## src/inc/card_code_map.svh

```systemverilog
`ifndef CARD_CODE_MAP_SVH
`define CARD_CODE_MAP_SVH

// ==================================================
// Register offsets.
`define ADDR_CTRL 4'h0
`define ADDR_CODE 4'h1
`define ADDR_UNBLK 4'h2
`define ADDR_APPID 4'h3
`define ADDR_STATUS 4'h4

// ==================================================
// Field positions.
`define CTRL_TOGGLE_EN 0
`define ST_STATE_LSB 0
`define ST_ENABLED 2
`define ST_BLOCKED 3
`define ST_UNBLK_BLOCKED 4
`define ST_ACCESS 5
`define ST_SEL_OK 6
`define ST_TRIES_LSB 8
`define ST_UTRIES_LSB 12

// ==================================================
// Reset values.
`define CTRL_RST 32'h0000_0001
`define CODE_RST 32'h0000_0000
`define UNBLK_RST 32'h0000_0000
`define APPID_RST 32'h0000_0000

// ==================================================
// Limits and encodings.
`define MAX_TRIES 2'h3
`define LEN_SHORT_MAX 8'h7f
`define LEN_LONG_LEAD 8'h81
`define LEN_LONG_MIN 8'h80
`define TAG_BAD_LO 8'h00
`define TAG_BAD_HI 8'hff

`endif

```

## src/inc/card_code_pkg.sv

```systemverilog
package card_code_pkg;

    typedef enum logic [1:0] {
        ST_INACTIVE = 2'b00,
        ST_MGMT = 2'b01,
        ST_OPER = 2'b11
    } card_state_t;

    typedef enum logic [3:0] {
        OP_VERIFY = 4'h0,
        OP_DISABLE = 4'h1,
        OP_ENABLE = 4'h2,
        OP_UNBLOCK = 4'h3,
        OP_SELECT = 4'h4,
        OP_INIT = 4'h5,
        OP_READ_DIR = 4'h6,
        OP_TERMINATE = 4'h7,
        OP_POLL = 4'h8
    } cmd_op_t;

    typedef enum logic [2:0] {
        TS_TAG = 3'b000,
        TS_LEN1 = 3'b001,
        TS_LEN2 = 3'b011,
        TS_VALUE = 3'b010,
        TS_DONE = 3'b110,
        TS_ERROR = 3'b111
    } tlv_state_t;

endpackage

```

## src/verilog/card_code_ctrl.sv

```systemverilog
// Function
// (RQ1) Software may forbid enable and disable; both then fail.
// (RQ2) Enable or disable on a blocked code fails with no change.
// (RQ3) Disable on an already disabled code fails without comparing.
// (RQ4) Disable with matching value on enabled code clears the indicator, succeeds.
// (RQ5) Enable on an already enabled code fails without comparing.
// (RQ6) Enable with matching value on disabled code sets the indicator, succeeds.
// (RQ7) Mismatching value on enable or disable fails, indicator unchanged.
// (RQ8) Unblock is accepted whether or not the code is blocked.
// (RQ9) Unblock fails when the unblocking key itself is blocked.
// (RQ10) Matching unblocking key clears the code's blocked state and succeeds.
// (RQ11) Mismatching unblocking key fails, blocked state unchanged.
// (RQ12) Matching select then successful initialisation enters the operation state.
// (RQ13) Failed initialisation stays in management and raises an activation failure.
// (RQ14) Directory read and session end are accepted whenever not inactive.
// (RQ15) The terminal polls presence within every 30 s of idle interface.
// (RQ16) The terminal ends the call within 5 s of an unanswered poll.
// (RQ17) The terminal ends the call within 5 s of a changed directory.
// (RQ18) Length is one byte up to 7F, or 81 then a byte above 7F.
// (RQ19) Any other length byte flags an error and rejects the whole message.
// (RQ20) Tag is one byte, never 00 or FF, and no padding is allowed.
// (RQ21) One outer object per message; inner order is the sender's concern.
// (RQ22) Card states are inactive, application management and operation.
// (RQ23) Three consecutive wrong codes block it and withdraw any granted access; access is kept when the third wrong code comes with an enable.
// (RQ24) Wrong-attempt counters clear on a correct value or successful unblock.
`timescale 1ns/10ps
`default_nettype none
`include "card_code_map.svh"

module card_code_ctrl (
    input wire logic mclk_i,
    input wire logic sys_rst_i,
    input wire logic power_i,
    input wire logic cmd_valid_i,
    input wire card_code_pkg::cmd_op_t cmd_op_i,
    input wire logic [31:0] cmd_value_i,
    input wire logic [7:0] dir_i,
    input wire logic byte_valid_i,
    input wire logic [7:0] byte_i,
    input wire logic msg_first_i,
    input wire logic msg_last_i,
    input wire logic [3:0] addr_i,
    input wire logic [31:0] wdata_i,
    input wire logic wr_i,
    input wire logic rd_i,
    output logic [31:0] rdata_o,
    output logic resp_valid_o,
    output logic resp_ok_o,
    output logic [7:0] resp_dir_o,
    output card_code_pkg::card_state_t card_state_o,
    output logic access_o,
    output logic act_fail_o,
    output logic msg_ok_o,
    output logic msg_err_o
);
    import card_code_pkg::*;

    // ==================================================
    // Register file.
    logic toggle_en_reg;
    logic [31:0] code_reg;
    logic [31:0] unblk_key_reg;
    logic [31:0] app_id_reg;
    logic enabled_reg;
    logic blocked_reg;
    logic unblk_blocked_reg;
    logic access_reg;
    logic sel_ok_reg;
    logic [1:0] tries_reg;
    logic [1:0] utries_reg;
    card_state_t state_reg;
    logic [31:0] status_word;

    always_ff @(posedge mclk_i or posedge sys_rst_i) begin
        if (sys_rst_i) begin
            toggle_en_reg <= 1'(`CTRL_RST);
            code_reg <= `CODE_RST;
            unblk_key_reg <= `UNBLK_RST;
            app_id_reg <= `APPID_RST;
        end else if (wr_i) begin
            case (addr_i)
                `ADDR_CTRL: toggle_en_reg <= wdata_i[`CTRL_TOGGLE_EN];
                `ADDR_CODE: code_reg <= wdata_i;
                `ADDR_UNBLK: unblk_key_reg <= wdata_i;
                `ADDR_APPID: app_id_reg <= wdata_i;
                default: ;
            endcase
        end
    end

    always_comb begin
        status_word = 32'h0000_0000;
        status_word[`ST_STATE_LSB +: 2] = state_reg;
        status_word[`ST_ENABLED] = enabled_reg;
        status_word[`ST_BLOCKED] = blocked_reg;
        status_word[`ST_UNBLK_BLOCKED] = unblk_blocked_reg;
        status_word[`ST_ACCESS] = access_reg;
        status_word[`ST_SEL_OK] = sel_ok_reg;
        status_word[`ST_TRIES_LSB +: 2] = tries_reg;
        status_word[`ST_UTRIES_LSB +: 2] = utries_reg;
    end

    // Secret values read back as zero so they cannot leak over the port.
    always_ff @(posedge mclk_i or posedge sys_rst_i) begin
        if (sys_rst_i) begin
            rdata_o <= 32'h0000_0000;
        end else if (rd_i) begin
            case (addr_i)
                `ADDR_CTRL: rdata_o <= {31'h0000_0000, toggle_en_reg};
                `ADDR_APPID: rdata_o <= app_id_reg;
                `ADDR_STATUS: rdata_o <= status_word;
                default: rdata_o <= 32'h0000_0000;
            endcase
        end else begin
            rdata_o <= 32'h0000_0000;
        end
    end

    // ==================================================
    // Command decode.
    logic live;
    logic code_match;
    logic key_match;
    logic do_cmd;

    assign live = power_i && (state_reg != ST_INACTIVE);
    assign code_match = (cmd_value_i == code_reg);
    assign key_match = (cmd_value_i == unblk_key_reg);
    assign do_cmd = cmd_valid_i && live;

    logic try_code;
    logic cmd_ok;

    // A comparison happens only when every precondition has passed.
    always_comb begin
        try_code = 1'b0;
        cmd_ok = 1'b0;
        if (do_cmd) begin
            case (cmd_op_i)
                OP_VERIFY: begin
                    if (!enabled_reg) begin
                        cmd_ok = 1'b1;
                    end else if (!blocked_reg) begin
                        try_code = 1'b1;
                        cmd_ok = code_match;
                    end
                end
                OP_DISABLE: begin
                    if (toggle_en_reg && !blocked_reg && enabled_reg) begin // [RQ1] [RQ2] [RQ3]
                        try_code = 1'b1;
                        cmd_ok = code_match; // [RQ4] [RQ7]
                    end
                end
                OP_ENABLE: begin
                    if (toggle_en_reg && !blocked_reg && !enabled_reg) begin // [RQ1] [RQ2] [RQ5]
                        try_code = 1'b1;
                        cmd_ok = code_match; // [RQ6] [RQ7]
                    end
                end
                OP_UNBLOCK: cmd_ok = !unblk_blocked_reg && key_match; // [RQ8] [RQ9] [RQ10] [RQ11]
                OP_SELECT: cmd_ok = (cmd_value_i == app_id_reg); // [RQ12]
                OP_INIT: cmd_ok = sel_ok_reg && cmd_value_i[0]; // [RQ12]
                OP_READ_DIR: cmd_ok = 1'b1; // [RQ14]
                OP_TERMINATE: cmd_ok = 1'b1; // [RQ14]
                OP_POLL: cmd_ok = 1'b1;
                default: cmd_ok = 1'b0;
            endcase
        end
    end

    // ==================================================
    // Code indicator, blocked flags and attempt counters.
    logic code_wrong;
    logic unblk_try;

    assign code_wrong = try_code && !code_match;
    assign unblk_try = do_cmd && (cmd_op_i == OP_UNBLOCK) && !unblk_blocked_reg;

    always_ff @(posedge mclk_i or posedge sys_rst_i) begin
        if (sys_rst_i) begin
            enabled_reg <= 1'b1;
        end else if (cmd_ok && cmd_op_i == OP_DISABLE) begin
            enabled_reg <= 1'b0; // [RQ4]
        end else if (cmd_ok && cmd_op_i == OP_ENABLE) begin
            enabled_reg <= 1'b1; // [RQ6]
        end
    end

    // Counters survive session ends; only a correct value or a successful unblock clears them.
    always_ff @(posedge mclk_i or posedge sys_rst_i) begin
        if (sys_rst_i) begin
            tries_reg <= 2'h0;
            blocked_reg <= 1'b0;
        end else if (unblk_try && key_match) begin
            tries_reg <= 2'h0; // [RQ24]
            blocked_reg <= 1'b0; // [RQ10]
        end else if (try_code && code_match) begin
            tries_reg <= 2'h0; // [RQ24]
        end else if (code_wrong) begin
            if (tries_reg == `MAX_TRIES - 2'h1) begin
                tries_reg <= `MAX_TRIES;
                blocked_reg <= 1'b1; // [RQ23]
            end else begin
                tries_reg <= tries_reg + 2'h1;
            end
        end
    end

    always_ff @(posedge mclk_i or posedge sys_rst_i) begin
        if (sys_rst_i) begin
            utries_reg <= 2'h0;
            unblk_blocked_reg <= 1'b0;
        end else if (unblk_try) begin
            if (key_match) begin
                utries_reg <= 2'h0; // [RQ24]
            end else if (utries_reg == `MAX_TRIES - 2'h1) begin
                utries_reg <= `MAX_TRIES;
                unblk_blocked_reg <= 1'b1; // [RQ9]
            end else begin
                utries_reg <= utries_reg + 2'h1;
            end
        end
    end

    // Access is granted per session and lost the moment the code blocks while enabled.
    always_ff @(posedge mclk_i or posedge sys_rst_i) begin
        if (sys_rst_i) begin
            access_reg <= 1'b0;
        end else if (!live || (do_cmd && cmd_op_i == OP_TERMINATE)) begin
            access_reg <= 1'b0;
        end else if (code_wrong && tries_reg == `MAX_TRIES - 2'h1 && enabled_reg) begin
            access_reg <= 1'b0; // [RQ23]
        end else if (cmd_ok && (cmd_op_i == OP_VERIFY || cmd_op_i == OP_DISABLE
                                || cmd_op_i == OP_ENABLE || cmd_op_i == OP_UNBLOCK)) begin
            access_reg <= 1'b1;
        end
    end

    // ==================================================
    // Card state.
    always_ff @(posedge mclk_i or posedge sys_rst_i) begin
        if (sys_rst_i) begin
            state_reg <= ST_INACTIVE;
        end else if (!power_i) begin
            state_reg <= ST_INACTIVE; // [RQ22]
        end else begin
            case (state_reg)
                ST_INACTIVE: state_reg <= ST_MGMT; // [RQ22]
                ST_MGMT: begin
                    if (cmd_ok && cmd_op_i == OP_INIT) begin
                        state_reg <= ST_OPER; // [RQ12]
                    end
                end
                ST_OPER: begin
                    if (do_cmd && cmd_op_i == OP_TERMINATE) begin
                        state_reg <= ST_MGMT; // [RQ14]
                    end
                end
                default: state_reg <= ST_INACTIVE;
            endcase
        end
    end

    always_ff @(posedge mclk_i or posedge sys_rst_i) begin
        if (sys_rst_i) begin
            sel_ok_reg <= 1'b0;
        end else if (!live || (do_cmd && cmd_op_i == OP_TERMINATE)) begin
            sel_ok_reg <= 1'b0;
        end else if (do_cmd && cmd_op_i == OP_SELECT) begin
            sel_ok_reg <= cmd_ok; // [RQ12]
        end else if (do_cmd && cmd_op_i == OP_INIT) begin
            sel_ok_reg <= 1'b0;
        end
    end

    // ==================================================
    // Command answer.
    always_ff @(posedge mclk_i or posedge sys_rst_i) begin
        if (sys_rst_i) begin
            resp_valid_o <= 1'b0;
            resp_ok_o <= 1'b0;
            resp_dir_o <= 8'h00;
            act_fail_o <= 1'b0;
        end else begin
            resp_valid_o <= cmd_valid_i;
            resp_ok_o <= cmd_ok;
            resp_dir_o <= (do_cmd && cmd_op_i == OP_POLL) ? dir_i : 8'h00;
            act_fail_o <= do_cmd && cmd_op_i == OP_INIT && !cmd_ok; // [RQ13]
        end
    end

    always_ff @(posedge mclk_i or posedge sys_rst_i) begin
        if (sys_rst_i) begin
            card_state_o <= ST_INACTIVE;
            access_o <= 1'b0;
        end else begin
            card_state_o <= state_reg;
            access_o <= access_reg;
        end
    end

    // ==================================================
    // Data object check on incoming payloads.
    tlv_state_t tlv_reg;
    logic [7:0] remain_reg;
    tlv_state_t tlv_next;
    logic [7:0] remain_next;

    always_comb begin
        tlv_next = tlv_reg;
        remain_next = remain_reg;
        if (byte_valid_i) begin
            case (msg_first_i ? TS_TAG : tlv_reg)
                TS_TAG: begin
                    if (byte_i == `TAG_BAD_LO || byte_i == `TAG_BAD_HI) begin
                        tlv_next = TS_ERROR; // [RQ20]
                    end else begin
                        tlv_next = TS_LEN1;
                    end
                end
                TS_LEN1: begin
                    if (byte_i <= `LEN_SHORT_MAX) begin
                        remain_next = byte_i; // [RQ18]
                        tlv_next = (byte_i == 8'h00) ? TS_DONE : TS_VALUE;
                    end else if (byte_i == `LEN_LONG_LEAD) begin
                        tlv_next = TS_LEN2; // [RQ18]
                    end else begin
                        tlv_next = TS_ERROR; // [RQ19]
                    end
                end
                TS_LEN2: begin
                    if (byte_i >= `LEN_LONG_MIN) begin
                        remain_next = byte_i; // [RQ18]
                        tlv_next = TS_VALUE;
                    end else begin
                        tlv_next = TS_ERROR; // [RQ19]
                    end
                end
                TS_VALUE: begin
                    remain_next = remain_reg - 8'h01;
                    tlv_next = (remain_reg == 8'h01) ? TS_DONE : TS_VALUE;
                end
                TS_DONE: tlv_next = TS_ERROR; // [RQ20] [RQ21]
                default: tlv_next = TS_ERROR;
            endcase
        end
    end

    always_ff @(posedge mclk_i or posedge sys_rst_i) begin
        if (sys_rst_i) begin
            tlv_reg <= TS_TAG;
            remain_reg <= 8'h00;
        end else if (byte_valid_i && msg_last_i) begin
            tlv_reg <= TS_TAG;
            remain_reg <= 8'h00;
        end else begin
            tlv_reg <= tlv_next;
            remain_reg <= remain_next;
        end
    end

    // The verdict covers the whole message, so one bad byte rejects it all.
    always_ff @(posedge mclk_i or posedge sys_rst_i) begin
        if (sys_rst_i) begin
            msg_ok_o <= 1'b0;
            msg_err_o <= 1'b0;
        end else begin
            msg_ok_o <= byte_valid_i && msg_last_i && tlv_next == TS_DONE;
            msg_err_o <= byte_valid_i && msg_last_i && tlv_next != TS_DONE; // [RQ19]
        end
    end

endmodule
`default_nettype wire

```

## config.mk

```make
export PLATFORM = sky130hd
export DESIGN_NAME = card_code_ctrl
export DESIGN_NICKNAME = d
export VERILOG_FILES = /design/src/inc/card_code_pkg.sv /design/src/verilog/card_code_ctrl.sv
export VERILOG_INCLUDE_DIRS = /design/src /design/src/inc
export SDC_FILE = /design/constraint.sdc
export NUM_CORES = 1
export LEC_CHECK = 0
export ABC_AREA = 1
export BUFFER_PORTS_ARGS = -buffer_cell sky130_fd_sc_hd__buf_4
export CAP_MARGIN = 20
export CORE_UTILIZATION = 55
export CTS_CLUSTER_DIAMETER = 60
export CTS_CLUSTER_SIZE = 30
export DETAILED_ROUTE_END_ITERATION = 16
export MAX_ROUTING_LAYER = met4
export PLACE_DENSITY = 0.88
export SLEW_MARGIN = 10
export SYNTH_ARGS = -nofsm -noshare
export SYNTH_HDL_FRONTEND = slang
export SYNTH_SLANG_ARGS = --single-unit
```

## constraint.sdc

```tcl
create_clock -name mclk_i -period 5.15 [get_ports mclk_i]
set_input_delay 0 -clock mclk_i [delete_from_list [all_inputs] [get_ports mclk_i]]
set_output_delay 0 -clock mclk_i [all_outputs]
set_load 0.02 [all_outputs]
```

==> results.cfg <==
[critical_path]
crit_top_cell = dlygate4sd3_1
cp_max_fo = 12
arrival_ps = 2580
worst_ep_required_time_ps = 5530
endpoint_kind = flop
crit_path_cell_trace = dlygate4sd3_1, buf_4, nor2_1, inv_1, nor3_1, nand2_1, dlygate4sd3_1, o21ai_0, dlygate4sd3_1
critPathLaunchType = input pin
slowest_delay_ps = 580
cp_num_buf_inv = 5
crit_family = buffers and inverters
setup.worst_path.class = input pin to flop
worst_path_max_delay_cell = dlygate4sd3_1

[detailed_routing]
vias = 7459
drt_iter0_drc = 721
wire_per_inst_um = 15.98
ant_nets = 0
firstDrtPassIters = 6
wirelength_um = 22150
drc_errors = 0
viasPerCell = 5.382

[sta]
fmax_mhz = 454.5
holdWs_ps = 15.44
finalCritPeriodShare_pct = 42.72
setup_viol = 0
setup-tns-final_ps = 0
hold_violations = 0
relSlewSlack_pct = 33.87
rsz0062_at_grt = false
drv_slew = 0
tightest_slew_ps = 991.9
fin_skew_ps = 11.24
period_needed_ps = 2200

[power]
p_sw_w = 0.001089
seq_power_share_pct = 46.8
peakVddDrop_v = 0.0002592
power_w = 0.003525
intPower_w = 0.002436
p_per_area_mw_per_mm2 = 336.3
switching_share_pct = 30.90
comb_power_share_pct = 20.1
pwr-share-clk_pct = 33.1
leakagePower_nw = 5.246

[global_route]
grtUsageTotal_pct = 31.70
grt_max_degree = 111
grt_pass1_wl_um = 35180
antenna_found_initial = 1
grt-ovfl-total = 0
grt_pass1_vias = 7368

[logic_synthesis]
synthMuxAreaShare_pct = 0.1240
synth.avg_cell_area_um2 = 8.170
synthXorXnorAreaFrac_pct = 7.921
synth_compound_area_share_pct = 9.642
yosysUniqueCellTypes = 38
ys_ff_latch = 167
synth-simple-area-share_pct = 22.86
yosysWarnings = 0
syn-num-nets = 1089
synth_top_family_by_area = simple AND/OR/NAND/NOR gates
seq_area_frac_synth_pct = 51.81
synth_adder_area_share_pct = 0.6201
synthesis.area_mm2 = 0.008071
postSynthCellCount = 988

[finish]
area_growth_pct = 29.86
layout_commonest_cell = nand2_1
drive_gt1_share_pct = 17.01
stdcell_count = 1386
final_util_pct = 74.36
nets = 1293
final_cell_mix = nand2_1 (294), dfrtp_1 (165), buf_4 (148)
filler_cell_count = 1003

[floorplanning]
ios = 145
fp.dieW_um = 123.1
core_area_mm2 = 0.01410
start_util_pct = 57.26
rows = 43
die-area_mm2 = 0.01516
chipHeight_um = 123.1

[place]
dpl.cell_count = 1289
place.gp.congestion = 0.9168
dp_hpwl_um = 14350
io_buffers = 144

[cts]
cts_sinks = 167
clkSlewWorstSetupHoldPaths_ps = 60
cts_tree = done
cts_buffer_depth = 2
cts_made_buffers = 17
insertion_delay_ps = 440
clock-root-buffer = clkbuf_16
h-tree-depth = 4

[run_status]
status = complete, no violations

[job]
cap_violations = 0

[min_path]
hold_class = input pin to flop
[power by group through the flow]
| stage | sequential (W) | combinational (W) | clock, W |
|---|---|---|---|
| 4_1_cts | 0.00164 | 0.000700 | 0.00117 |
| 2_1_floorplan | 0.00163 | 0.000445 | 0 |
| 6_report | 0.00165 | 0.000708 | 0.00117 |
| 3_5_place_dp | 0.00166 | 0.000649 | 0 |
| 3_3_place_gp | 0.00165 | 0.000624 | 0 |
| 5_1_grt | 0.00167 | 0.000798 | 0.00123 |
[metrics by stage]
step | cell area [um2] | worst slack (ps)
floorplan | 8071 | 634.9
global placement | 9311 | 3207
detailed placement | 9311 | 3083
CTS | 10480 | 2956
global route | 10480 | 2729
finish | 10480 | 2950
[worst register-to-register path: cells and delay by family, from the launching register on]
kind | cells | cell delay (ps)
flops | 1 | 430
simple gates | 6 | 1310
compound gates | 1 | 100
buf+inv | 1 | 130
[cell usage after synthesis, drive strengths merged]
cell type	count	area (um2)
and2	1	6.260
o31ai	1	7.510
a21oi	21	120.1
buf	1	3.750
xnor2	65	569.3
o21ai	111	555.5
a31o	1	8.760
a31oi	1	6.260
nand4	19	125.1
o221ai	3	26.28
nor3b	1	12.51
clkinv	1	3.750
ha	4	50.05
nor4	1	6.260
nand3	26	135.1
dfrtp	165	4129
o2111ai	1	8.760
inv	123	461.7
nor3	16	95.09
o22ai	6	37.54
nand2	298	1129
o211ai	1	7.510
mux2i	1	10.01
clkbuf	26	97.59
xor2	8	70.07
nand3b	1	7.510
nor2	83	329.1
dfstp	2	52.55
[worst paths after layout]
| check | endpoint | slack [ps] | start | cells after the start |
|---|---|---|---|---|
| max in group asynchronous | unblk_key_reg[25]$_DFFE_PP0P_ | 3420 | sys_rst_i | 4 |
| min in group asynchronous | resp_dir_o[6]$_DFF_PP0_ | 330 | sys_rst_i | 3 |
| setup reg to reg | msg_ok_o$_DFF_PP0_ | 3120 | tlv_reg[2]$_DFF_PP0_ | 8 |
| hold reg to reg | card_state_o[0]$_DFF_PP0_ | 400 | state_reg[0]$_DFFE_PP0P_ | 0 |
| hold / removal | rdata_o[0]$_DFF_PP0_ | 20 | addr_i[1] | 6 |
| setup / recovery | toggle_en_reg$_DFFE_PP1P_ | 2950 | addr_i[2] | 9 |
[logic make-up after synthesis]
family,count (synthesis)
buf+inv,151
fa+ha+maj,4
flops,167
mux,1
simple gates,446
xor+xnor,73
compound gates,146
[area by class of cell]
class	count	area [um2]	share of cell area [%]
sequential	167	4182	39.89
multi-input combinational	670	3323	31.71
timing repair buffer	212	1752	16.71
inverter	124	470.5	4.488
clock buffer	19	432.9	4.130
tap	180	225.2	2.149
clock inverter	13	93.84	0.8953
antenna	1	2.502	0.02387
[repair_timing]
action	CTS	global route
endpoints found under the hold margin	256	0
hold buffers	64	0
setup buffers	0	0
resized for setup	0	0
[per-layer routing]
layer / up-vias / wire length [um] / global-route usage, %
li1: 3520 / - / -
met1: 3517 / 8904 / 37.25
met2: 356 / 10940 / 52.37
met3: 66 / 1472 / 5.950
met4: 0 / 828 / 15.59
met5: - / 0 / -
No activity file was read; power rests on OpenSTA's default activity.
